**src/pis_pkg.sv**
```systemverilog
// Shared constants, types and helpers for the interrupt source block
package pis_pkg;
  localparam int PIS_NUM_EP = 5;
  localparam int PIS_NUM_SRC = 8;
  localparam int PIS_NUM_HUB = 7;
  localparam int PIS_NUM_GPIO = 8;
  // Pending bit positions
  localparam int PIS_BIT_EP0 = 0;
  localparam int PIS_BIT_HUB = 5;
  localparam int PIS_BIT_GPIO = 6;
  localparam int PIS_BIT_I2C = 7;
  // Vector numbers, lower number wins
  localparam logic [3:0] PIS_VEC_EP0 = 4'h4;
  localparam logic [3:0] PIS_VEC_HUB = 4'h9;
  localparam logic [3:0] PIS_VEC_GPIO = 4'hB;
  localparam logic [3:0] PIS_VEC_I2C = 4'hC;
  localparam logic [3:0] PIS_VEC_NONE = 4'h0;
  localparam logic [7:0] PIS_PEND_RST = 8'h00;

  typedef enum logic [2:0] {
    PIS_I2C_IDLE, PIS_I2C_SRX, PIS_I2C_STX,
    PIS_I2C_MTX, PIS_I2C_MRX, PIS_I2C_ARBW
  } pis_i2c_st_t;

  // Firmware write to the two-wire status and control bits
  typedef struct packed {
    logic proceed;
    logic masterRoleSelect;
    logic xmit;
    logic ack;
  } pis_i2c_ctl_t;

  // Two-wire status as firmware reads it
  typedef struct packed {
    logic busy;
    logic masterRoleSelect;
    logic xmit;
    logic ack;
    logic addr;
    logic stopSeen;
    logic arbitrationLostFlag;
  } pis_i2c_stat_t;

  localparam pis_i2c_stat_t PIS_STAT_RST = 7'h00;

  function automatic logic [3:0] pis_bit_vec(input logic [2:0] idx);
    logic [3:0] v;
    v = PIS_VEC_NONE;
    if (idx < 3'(PIS_NUM_EP)) v = PIS_VEC_EP0 + 4'(idx);
    else if (idx == 3'(PIS_BIT_HUB)) v = PIS_VEC_HUB;
    else if (idx == 3'(PIS_BIT_GPIO)) v = PIS_VEC_GPIO;
    else v = PIS_VEC_I2C;
    return v;
  endfunction

  function automatic logic [7:0] pis_vec_bit(input logic [3:0] vec);
    logic [7:0] b;
    b = 8'h00;
    for (int i = 0; i < PIS_NUM_SRC; i++) begin
      if (pis_bit_vec(3'(i)) == vec) b[i] = 1'b1;
    end
    return b;
  endfunction
endpackage

```
**src/pis_pend.sv**
```systemverilog
// Pending flip-flops, one per interrupt source
`timescale 1ns/1ps
module pis_pend (
  input wire logic ref_clk,
  input wire logic nrst,
  input wire logic [7:0] setVec,
  input wire logic [7:0] clrVec,
  output logic [7:0] pend
);
  import pis_pkg::*;
  logic [7:0] pend_r;
  logic [7:0] pend_nxt;

  // A new event beats a service clear in the same cycle
  always_comb begin
    pend_nxt = (pend_r & ~clrVec) | setVec;
  end

  always_ff @(posedge ref_clk or negedge nrst) begin
    if (!nrst) begin
      pend_r <= PIS_PEND_RST;
    end else begin
      pend_r <= pend_nxt;
    end
  end

  assign pend = pend_r;
endmodule

```
**src/pis_sources.sv**
```systemverilog
// Interrupt event sources: endpoints, hub, GPIO, two-wire controller
// How it works
// - One interrupt source per endpoint, five total
// - Endpoint interrupt only on final acknowledged packet
// - IN without host acknowledge raises nothing
// - Hub interrupt on connect change, babble, resume
// - Babble and resume gated by port enable
// - Forced port connect change raises nothing
// - Each enabled GPIO pin triggers, polarity selectable
// - All GPIO triggers share one request
// - Triggering pin locks others until released
// - No pin priority; enables kept on acknowledge
// - Two-wire interrupt only after status settles
// - Slave receive interrupts per byte, flags address
// - Stop seen flagged, skipped after refused byte
// - Slave transmit interrupts, shows master acknowledge
// - Master transmit; role cleared issues stop, idle
// - Master receive; role cleared issues stop, idle
// - Lost arbitration: clear role, flag, wait stop
// - Busy cleared before byte and stop interrupts, except master receive bytes and the stop after lost arbitration
// - Controller may be busy during transfer
// - Each source latches pending until serviced
// - Lowest vector number wins priority
`timescale 1ns/1ps
module pis_sources (
  input wire logic ref_clk,
  input wire logic nrst,
  input wire logic usbTxnEnd,
  input wire logic [2:0] usbTxnEp,
  input wire logic usbTxnIn,
  input wire logic usbHostAck,
  input wire logic usbDevAck,
  input wire logic [6:0] hubConnChg,
  input wire logic [6:0] hubForced,
  input wire logic [6:0] hubBabble,
  input wire logic [6:0] hubResume,
  input wire logic [6:0] hubPortEn,
  input wire logic [7:0] gpioPins,
  input wire logic [7:0] gpioIntEn,
  input wire logic gpioPolHigh,
  input wire logic i2cStart,
  input wire logic i2cStop,
  input wire logic i2cByte,
  input wire logic i2cBusAck,
  input wire logic i2cArbLost,
  input wire logic fwWr,
  input wire pis_pkg::pis_i2c_ctl_t fwCtl,
  input wire logic [7:0] intEn,
  input wire logic svcAck,
  input wire logic [3:0] svcVec,
  output pis_pkg::pis_i2c_stat_t i2cStat,
  output logic i2cIssueStop,
  output logic [7:0] pending,
  output logic irqReq,
  output logic [3:0] irqVec
);
  import pis_pkg::*;

  // Endpoint and hub event pulses
  logic [4:0] epSet_r;
  logic [4:0] epSet_nxt;
  logic hubSet_r;
  logic hubSet_nxt;
  logic epFinal;

  always_comb begin
    epFinal = usbTxnEnd && (usbTxnIn ? usbHostAck : usbDevAck);
    epSet_nxt = 5'h00;
    if (epFinal && usbTxnEp < 3'(PIS_NUM_EP)) begin
      epSet_nxt[usbTxnEp] = 1'b1;
    end
    hubSet_nxt = |(hubConnChg & ~hubForced)
      || |((hubBabble | hubResume) & hubPortEn);
  end

  always_ff @(posedge ref_clk or negedge nrst) begin
    if (!nrst) begin
      epSet_r <= 5'h00;
      hubSet_r <= 1'b0;
    end else begin
      epSet_r <= epSet_nxt;
      hubSet_r <= hubSet_nxt;
    end
  end

  // GPIO trigger with lock on the first triggering pin
  logic [7:0] gpioTrig;
  logic gpioLock_r;
  logic gpioLock_nxt;
  logic [2:0] gpioIdx_r;
  logic [2:0] gpioIdx_nxt;
  logic gpioSet_r;
  logic gpioSet_nxt;

  always_comb begin
    gpioTrig = gpioIntEn & (gpioPolHigh ? gpioPins : ~gpioPins);
    gpioLock_nxt = gpioLock_r;
    gpioIdx_nxt = gpioIdx_r;
    gpioSet_nxt = 1'b0;
    if (gpioLock_r) begin
      if (!gpioTrig[gpioIdx_r]) gpioLock_nxt = 1'b0;
    end else if (|gpioTrig) begin
      gpioLock_nxt = 1'b1;
      gpioSet_nxt = 1'b1;
      for (int i = PIS_NUM_GPIO - 1; i >= 0; i--) begin
        if (gpioTrig[i]) gpioIdx_nxt = 3'(i);
      end
    end
  end

  always_ff @(posedge ref_clk or negedge nrst) begin
    if (!nrst) begin
      gpioLock_r <= 1'b0;
      gpioIdx_r <= 3'h0;
      gpioSet_r <= 1'b0;
    end else begin
      gpioLock_r <= gpioLock_nxt;
      gpioIdx_r <= gpioIdx_nxt;
      gpioSet_r <= gpioSet_nxt;
    end
  end

  // Two-wire controller handshake
  pis_i2c_st_t st_r;
  pis_i2c_st_t st_nxt;
  pis_i2c_stat_t stat_r;
  pis_i2c_stat_t stat_nxt;
  logic first_r;
  logic first_nxt;
  logic ackOff_r;
  logic ackOff_nxt;
  logic i2cEvt_r;
  logic i2cEvt_nxt;
  logic stop_r;
  logic stop_nxt;
  logic inMaster;

  always_comb begin
    st_nxt = st_r;
    stat_nxt = stat_r;
    first_nxt = first_r;
    ackOff_nxt = ackOff_r;
    i2cEvt_nxt = 1'b0;
    stop_nxt = 1'b0;
    inMaster = (st_r == PIS_I2C_MTX) || (st_r == PIS_I2C_MRX);
    if (fwWr) begin
      stat_nxt.busy = fwCtl.proceed;
      stat_nxt.masterRoleSelect = fwCtl.masterRoleSelect;
      stat_nxt.xmit = fwCtl.xmit;
      stat_nxt.ack = fwCtl.ack;
      stat_nxt.addr = 1'b0;
      stat_nxt.stopSeen = 1'b0;
      stat_nxt.arbitrationLostFlag = 1'b0;
      if (fwCtl.proceed) begin
        unique case (st_r)
          PIS_I2C_IDLE: begin
            if (fwCtl.masterRoleSelect) begin
              st_nxt = fwCtl.xmit ? PIS_I2C_MTX : PIS_I2C_MRX;
            end
          end
          PIS_I2C_SRX, PIS_I2C_STX: begin
            st_nxt = fwCtl.xmit ? PIS_I2C_STX : PIS_I2C_SRX;
          end
          PIS_I2C_MTX, PIS_I2C_MRX: begin
            if (!fwCtl.masterRoleSelect) begin
              stop_nxt = 1'b1;
              st_nxt = PIS_I2C_IDLE;
              stat_nxt.busy = 1'b0;
            end else begin
              st_nxt = fwCtl.xmit ? PIS_I2C_MTX : PIS_I2C_MRX;
            end
          end
          PIS_I2C_ARBW: begin
          end
        endcase
      end
    end
    // Hardware events come after the write so that they win
    if (i2cArbLost && inMaster) begin
      stat_nxt.masterRoleSelect = 1'b0;
      stat_nxt.arbitrationLostFlag = 1'b1;
      st_nxt = PIS_I2C_ARBW;
    end else if (i2cByte) begin
      unique case (st_r)
        PIS_I2C_SRX: begin
          stat_nxt.addr = first_r;
          first_nxt = 1'b0;
          ackOff_nxt = !stat_r.ack;
          stat_nxt.busy = 1'b0;
          i2cEvt_nxt = 1'b1;
        end
        PIS_I2C_STX: begin
          stat_nxt.ack = i2cBusAck;
          stat_nxt.busy = 1'b0;
          i2cEvt_nxt = 1'b1;
        end
        PIS_I2C_MTX: begin
          stat_nxt.busy = 1'b0;
          i2cEvt_nxt = 1'b1;
        end
        PIS_I2C_MRX: begin
          i2cEvt_nxt = 1'b1;
        end
        PIS_I2C_IDLE, PIS_I2C_ARBW: begin
        end
      endcase
    end else if (i2cStop) begin
      unique case (st_r)
        PIS_I2C_SRX: begin
          if (!ackOff_r) begin
            stat_nxt.stopSeen = 1'b1;
            stat_nxt.busy = 1'b0;
            i2cEvt_nxt = 1'b1;
          end
          st_nxt = PIS_I2C_IDLE;
        end
        PIS_I2C_ARBW: begin
          i2cEvt_nxt = 1'b1;
          st_nxt = PIS_I2C_IDLE;
        end
        PIS_I2C_STX: st_nxt = PIS_I2C_IDLE;
        PIS_I2C_IDLE, PIS_I2C_MTX, PIS_I2C_MRX: begin
        end
      endcase
    end else if (i2cStart && !inMaster && st_r != PIS_I2C_ARBW) begin
      first_nxt = 1'b1;
      ackOff_nxt = 1'b0;
      if (st_r == PIS_I2C_IDLE) st_nxt = PIS_I2C_SRX;
    end
  end

  always_ff @(posedge ref_clk or negedge nrst) begin
    if (!nrst) begin
      st_r <= PIS_I2C_IDLE;
      stat_r <= PIS_STAT_RST;
      first_r <= 1'b0;
      ackOff_r <= 1'b0;
      i2cEvt_r <= 1'b0;
      stop_r <= 1'b0;
    end else begin
      st_r <= st_nxt;
      stat_r <= stat_nxt;
      first_r <= first_nxt;
      ackOff_r <= ackOff_nxt;
      i2cEvt_r <= i2cEvt_nxt;
      stop_r <= stop_nxt;
    end
  end

  // Pending flags and priority request
  logic [7:0] pendSet;
  logic [7:0] pendClr;
  logic [7:0] pendQ;
  logic irqReq_r;
  logic irqReq_nxt;
  logic [3:0] irqVec_r;
  logic [3:0] irqVec_nxt;
  logic [7:0] active;

  always_comb begin
    pendSet = {i2cEvt_r, gpioSet_r, hubSet_r, epSet_r};
    pendClr = svcAck ? pis_vec_bit(svcVec) : 8'h00;
    active = pendQ & intEn;
    irqReq_nxt = |active;
    irqVec_nxt = PIS_VEC_NONE;
    for (int i = PIS_NUM_SRC - 1; i >= 0; i--) begin
      if (active[i]) irqVec_nxt = pis_bit_vec(3'(i));
    end
  end

  pis_pend uPend (
    .ref_clk(ref_clk),
    .nrst(nrst),
    .setVec(pendSet),
    .clrVec(pendClr),
    .pend(pendQ)
  );

  always_ff @(posedge ref_clk or negedge nrst) begin
    if (!nrst) begin
      irqReq_r <= 1'b0;
      irqVec_r <= PIS_VEC_NONE;
    end else begin
      irqReq_r <= irqReq_nxt;
      irqVec_r <= irqVec_nxt;
    end
  end

  assign i2cStat = stat_r;
  assign i2cIssueStop = stop_r;
  assign pending = pendQ;
  assign irqReq = irqReq_r;
  assign irqVec = irqVec_r;
endmodule

```
**config.mk**
```make
export PLATFORM = sky130hd
export DESIGN_NAME = pis_sources
export DESIGN_NICKNAME = d
export VERILOG_FILES = /design/src/pis_pkg.sv /design/src/pis_pend.sv /design/src/pis_sources.sv
export SDC_FILE = /design/constraint.sdc
export NUM_CORES = 1
export LEC_CHECK = 0
export BUFFER_PORTS_ARGS = -buffer_cell sky130_fd_sc_hd__buf_2
export CAP_MARGIN = 5
export CORE_ASPECT_RATIO = 0.9
export CORE_MARGIN = 3
export CORE_UTILIZATION = 26
export CTS_CLUSTER_SIZE = 28
export DETAILED_ROUTE_END_ITERATION = 10
export MAX_ROUTING_LAYER = met4
export PLACE_DENSITY = 0.51
export SLEW_MARGIN = 0
export SYNTH_ARGS = -nofsm -noshare
export SYNTH_HDL_FRONTEND = slang
export SYNTH_HIERARCHICAL = 1
export SYNTH_SLANG_ARGS = --single-unit
```
**constraint.sdc**
```tcl
create_clock -name ref_clk -period 1.85 [get_ports ref_clk]
set_input_delay 0.185 -clock ref_clk [delete_from_list [all_inputs] [get_ports ref_clk]]
set_output_delay 0.185 -clock ref_clk [all_outputs]
set_load 0.02 [all_outputs]
```
==> summary.md, run 1 <==
| Metric | Value |
|---|---|
| Initial core utilization | 26.94% |
| Pwr Density | 1081 nW/um2 |
| First-pass GRT wire length | 10160 um |
| Clk sinks | 38 |
| Cells after synthesis | 266 |
| Synth Cell Area | 2330 um2 |
| DPL Wire Length | 5092 um |
| Worst hold path stage count | 2 |
| CTS tree | done |
| Layout cells sized above 1 | 35.19% |
| Data arrival, critical path | 1.89 ns |
| Mux contribution to synthesized area | 5.209% |
| Port Buffer Count | 104 |
| Final period util | 92.57% |
| Primary FF master, synth | dfrtp_1 |
| Yosys reg bits | 38 |
| CP cell instances | mux2_4 -> mux4_2 -> a311o_1 |
| Die footprint | 10130 um2 |
| Worst Path Max Fanout | 7 |
| Drc violations | 0 |
| Hold Crit Class | input pin to flop |
| Commonest non-fill, non-tap cell in the layout | buf_2 |
| Number of synthesized flops with an enable pin | 0 |
| Worst setup SP type | flop |
| Slew margin rel. | 67.28% |
| Mean Syn Cell Area | 8.758 um2 |
| Fin. Hold Viols | 0 |
| Max_cap viols | 0 |
| GRT overflow | 0 |
| Largest net degree at the start of global routing | 39 |
| Max Freq | 583.9 MHz |
| Die Span Y | 95.80 um |
| Crit. End Element | flop |
| Global Route Usage Sum | 12.79% |
| Max clock buf depth | 2 |
| Skew-Pair Late Insertion Delay | 0.29 ns |
| RSZ-0062 raised after global routing | false |
| IO Pins | 105 |
| # H-tree levels | 2 |
| Hold Buf Count CTS | 1 |
| CP peak stage delay | 0.47 ns |
| Post-synthesis net count | 350 |
| Most frequent cells in the layout | buf_2, dfrtp_1, nand2_1, inv_1, o21ai_0 |
| Status | finished, final reports clean |
| Least-Margin Pin Slew | 0.4908 ns |
| Endpoints failing setup | 0 |
| Worst-path clk slew | 0.08 ns |
| PostCTS Resize Cnt | 0 |
| Slew Viols, Final | 0 |
| Via count | 2316 |
| Total wire length | 6312 um |
| R2R cell count | 3 |
| Wire length per cell | 12.70 um |
| Overall power | 0.003425 W |
| Adder-Cell Fraction of Synth Area | 0% |
| Core Box Area | 8648 um2 |
| Total CTS buffers | 5 |
| Die width | 105.8 um |
| Drt first-iter violations | 137 |
| Root Driver | clkbuf_8 |
| Inserted Diodes | 0 |
| Leak | 1.542 nW |
| Worst Setup Path Type | flop to flop |
| Area grow syn2layout | 35.93% |
| Yosys cell types | 56 |
| Vias in the first global route | 2209 |
| ANT nets after route | 0 |
| Post-Synth XOR/XNOR Area | 0.7519% |
| Simple-gate share of the synthesized area | 24.33% |
| Clock Skew | 0.004861 ns |
| Setup TNS | 0 ns |
| Synth Area in Compound Gates | 22.99% |
| Drt pass-1 iters | 4 |
| Nets | 461 |
| Initial antenna violation count | 0 |
| Warnings from Yosys | 6 |
| CP max-delay cell | dfrtp_1 |
| Number of vias per cell | 4.660 |
| Post-synthesis sequential area ratio | 40.82% |
| Gpl congestion | 0.8636 |
| Largest family of logic cells by synthesized area | simple AND/OR/NAND/NOR gates |
| Async S/R FF share, synth | 100.0% |
| Crit path required time | 2.02 ns |
| Max IR drop VDD | 384.9 uV |
| # rows | 32 |
| Post-CTS Setup Bufs | 0 |
| Final min period | 1.713 ns |
final timing paths:
kind	start	slack (ns)	endpoint
max reg2reg	gpioIdx_r[0]	0.14	gpioLock_r
min reg2reg	epSet_r[0]	0.43	uPend/pend[0]
min	intEn[0]	0.08	irqVec[0]
max in group asynchronous	nrst	1.03	uPend/pend[7]
min in group asynchronous	nrst	0.47	epSet_r[2]
max	gpioIdx_r[0]	0.14	gpioLock_r
worst max-delay path, delay by kind of cell, from the launching register on:
kind	cells	cell delay, ns
mux	2	0.76
flops	1	0.47
compound gates	1	0.36
cells by family after synthesis:
kind of cell           count (synthesis)
XOR/XNOR                               2
flip-flops                            38
AND/OR/NAND/NOR                      106
AO/OA/AOI/OAI                         76
buffers and inverters                 34
multiplexers                          10
report_power, final:
| group | total, W | leakage (nW) | switching, W | internal (W) |
|---|---|---|---|---|
| clock network | 0.000847 | 0.0683 | 0.000306 | 0.000540 |
| logic | 0.00133 | 1.01 | 0.000703 | 0.000628 |
| registers | 0.00125 | 0.460 | 0.000195 | 0.00105 |
| total | 0.00342 | 1.54 | 0.00121 | 0.00222 |
synthesized netlist by cell type (4+ instances only):
master    count  share of area (%)
mux2i_1       5                2.1
dfrtp_1      38                 41
clkbuf_1      7                1.1
nand3_1      10                2.1
a21oi_1      12                2.6
nor2_1       15                2.4
inv_1        24                3.9
nand2b_1     10                2.7
a22oi_1       4                1.3
nor3_1        7                1.5
nor2b_1       9                2.4
o21ai_0      17                3.7
nor4b_1       4                1.5
a21o_1       10                3.2
nand2_1      25                4.0
cell type report:
type                            count  area [um2]
Tap cell                          119       148.9
Inverter                           24       90.09
Timing Repair Buffer              114       598.1
Clock inverter                      3       68.82
Clock buffer                        5       68.82
Multi-Input combinational cell    194        1241
Sequential cell                    38       950.9
Fill cell                         956        5482
state kept, by name, indices dropped and copies added, names as in the netlist:
name          flops
first_r           1
ackOff_r          1
gpioIdx_r         3
hubSet_r          1
i2cStat           7
i2cIssueStop      1
irqReq            1
uPend/pend        8
gpioSet_r         1
gpioLock_r        1
irqVec            4
epSet_r           5
st_r              3
i2cEvt_r          1
per-layer routing:
layer | wire (um) | part of all wire [%] | vias up | global-route usage, %
met5 | 0 | 0 | - | -
met4 | 46 | 0.73 | 0 | 3.883
met3 | 255 | 4.0 | 2 | 2.482
met2 | 2983 | 47 | 43 | 20.59
met1 | 3026 | 48 | 1086 | 16.48
li1 | - | - | 1185 | -
stage by stage:
step	cells	hold slack (ns)	util, %	cell area [um2]	worst slack [ns]
3_3_place_gp	488	0.2761	34.91	3019	0.1723
6_report	497	0.08081	36.62	3167	0.1375
3_5_place_dp	488	0.2737	34.91	3019	0.1508
5_1_grt	497	0.07373	36.62	3167	0.04151
2_1_floorplan	266	-0.1106	-	2330	0.1864
4_1_cts	497	0.06540	36.62	3167	0.1299
(Power assumes the default switching activity.)
==> run 2, diff against run 1 <==
==> constraint.sdc (replaced) <==
create_clock -name ref_clk -period 1.8 [get_ports ref_clk]
set_input_delay 0.18 -clock ref_clk [delete_from_list [all_inputs] [get_ports ref_clk]]
set_output_delay 0.18 -clock ref_clk [all_outputs]
set_load 0.01 [all_outputs]
==> summary.md, run 2 (same netlist as run 1, synthesis figures left out) <==
| Metric | Value |
|---|---|
| Die width | 105.8 um |
| Dpl cells | 487 |
| Layout cells sized above 1 | 35.01% |
| Die footprint | 10130 um2 |
| Placed cell area | 3012 um2 |
| Max_cap viols | 0 |
| Endpoints failing setup | 0 |
| Worst Setup Path Type | flop to flop |
| Hold_sp | intEn[0] |
| Fin. Hold Viols | 0 |
| Drt pass-1 iters | 4 |
| Wire length per cell | 12.70 um |
| Data arrival, critical path | 1.88 ns |
| Finished Layout Cells | 496 |
| # H-tree levels | 2 |
| Largest net degree at the start of global routing | 39 |
| CP startpoint | gpioIdx_r[0] |
| Pwr Density | 1073 nW/um2 |
| Final setup margin | 0.09920 ns |
| Most frequent cells in the layout | buf_2, dfrtp_1, nand2_1, inv_1, o21ai_0 |
| IO Pins | 105 |
| Worst Path Max Fanout | 7 |
| R2r startpoint | gpioIdx_r[0] |
| Max reg flops | 8 |
| Inserted Diodes | 0 |
| Root Driver | clkbuf_8 |
| Setup TNS | 0 ns |
| # rows | 32 |
| Area grow syn2layout | 35.61% |
| Initial antenna violation count | 0 |
| Hold Buf Count CTS | 1 |
| Fin area | 3159 um2 |
| First-pass GRT wire length | 10140 um |
| GRT overflow | 0 |
| Final period util | 94.49% |
| Max IR drop VDD | 346.0 uV |
| DP Worst Slack | 0.1256 ns |
| Leak | 1.538 nW |
| Slew margin rel. | 67.66% |
| Slew Viols, Final | 0 |
| Initial core utilization | 26.94% |
| Total CTS buffers | 5 |
| Core Box Area | 8648 um2 |
| Commonest non-fill, non-tap cell in the layout | buf_2 |
| Hold Crit Class | input pin to flop |
| Drt first-iter violations | 91 |
| Final min period | 1.701 ns |
| Gpl congestion | 0.8981 |
| Post-CTS Setup Bufs | 0 |
| Final core utilization | 36.53% |
| Worst-path clk slew | 0.08 ns |
| Nets | 460 |
| Max clock buf depth | 2 |
| Die Span Y | 95.80 um |
| DPL Wire Length | 5094 um |
| Clock Skew | 0.006213 ns |
| Number of vias per cell | 4.615 |
| Global Route Usage Sum | 12.70% |
| Status | finished, final reports clean |
| Skew-Pair Late Insertion Delay | 0.29 ns |
| ANT nets after route | 0 |
| RSZ-0062 raised after global routing | false |
| Worst setup SP type | flop |
| Max Freq | 588.0 MHz |
| Crit path required time | 1.98 ns |
| Vias in the first global route | 2183 |
| CTS tree | done |
| Least-Margin Pin Slew | 0.4852 ns |
| Via count | 2289 |
| Crit. End Element | flop |
| PostCTS Resize Cnt | 0 |
| Total wire length | 6298 um |
| Port Buffer Count | 104 |
| Drc violations | 0 |
| Clk sinks | 38 |
## run 2: cell count changes in the layout (fill, tap and decap cells not counted), sizes merged
| cell | change |
|---|---|
| buf | -1 |
## run 2: metrics by stage
step	hold slack (ns)	power [W]
final	0.07518	0.003389
after detailed placement	0.2718	0.002537
after global placement	0.2715	0.002533
after CTS	0.06422	0.003437
after floorplan	-0.1156	0.002070
after global routing	0.06779	0.003646
## run 2: power by group
| group | leakage [nW] | total [W] | internal (W) | switching (W) |
|---|---|---|---|---|
| clock | 0.0683 | 0.000869 | 0.000555 | 0.000313 |
| combinational | 1.01 | 0.00123 | 0.000620 | 0.000614 |
| sequential | 0.460 | 0.00129 | 0.00108 | 0.000207 |
## run 2: critical path, stage by stage, from the launching register on
cell	delay [ns]
dfrtp_1	0.47
mux2_4	0.32
mux4_2	0.44
a311o_1	0.36
## run 2: layer usage
layer	global-route usage, %	part of all wire, %	up-vias
met5	-	0	-
met4	3.560	0.75	0
met3	2.549	4.2	2
met2	20.81	48	49
met1	16.16	47	1057
li1	-	-	1181
## run 2: path summary, 6_finish.rpt
| check | end | slack, ns | cells past startpoint |
|---|---|---|---|
| min in group asynchronous | epSet_r[2] | 0.46 | 3 |
| worst min register to register | uPend/pend[0] | 0.43 | 1 |
| worst min-delay path | irqVec[0] | 0.08 | 2 |
| max in group asynchronous | irqVec[0] | 0.98 | 3 |
| worst max-delay path | gpioLock_r | 0.1 | 3 |
| worst max register to register | gpioLock_r | 0.1 | 3 |
## run 2: area by class of cell
cell class	count	area, um2
fill	925	5489
multi-input combinational	194	1241
sequential	38	950.9
timing repair buffer	113	590.6
tap	119	148.9
inverter	24	90.09
clock buffer	5	68.82
clock inverter	3	68.82
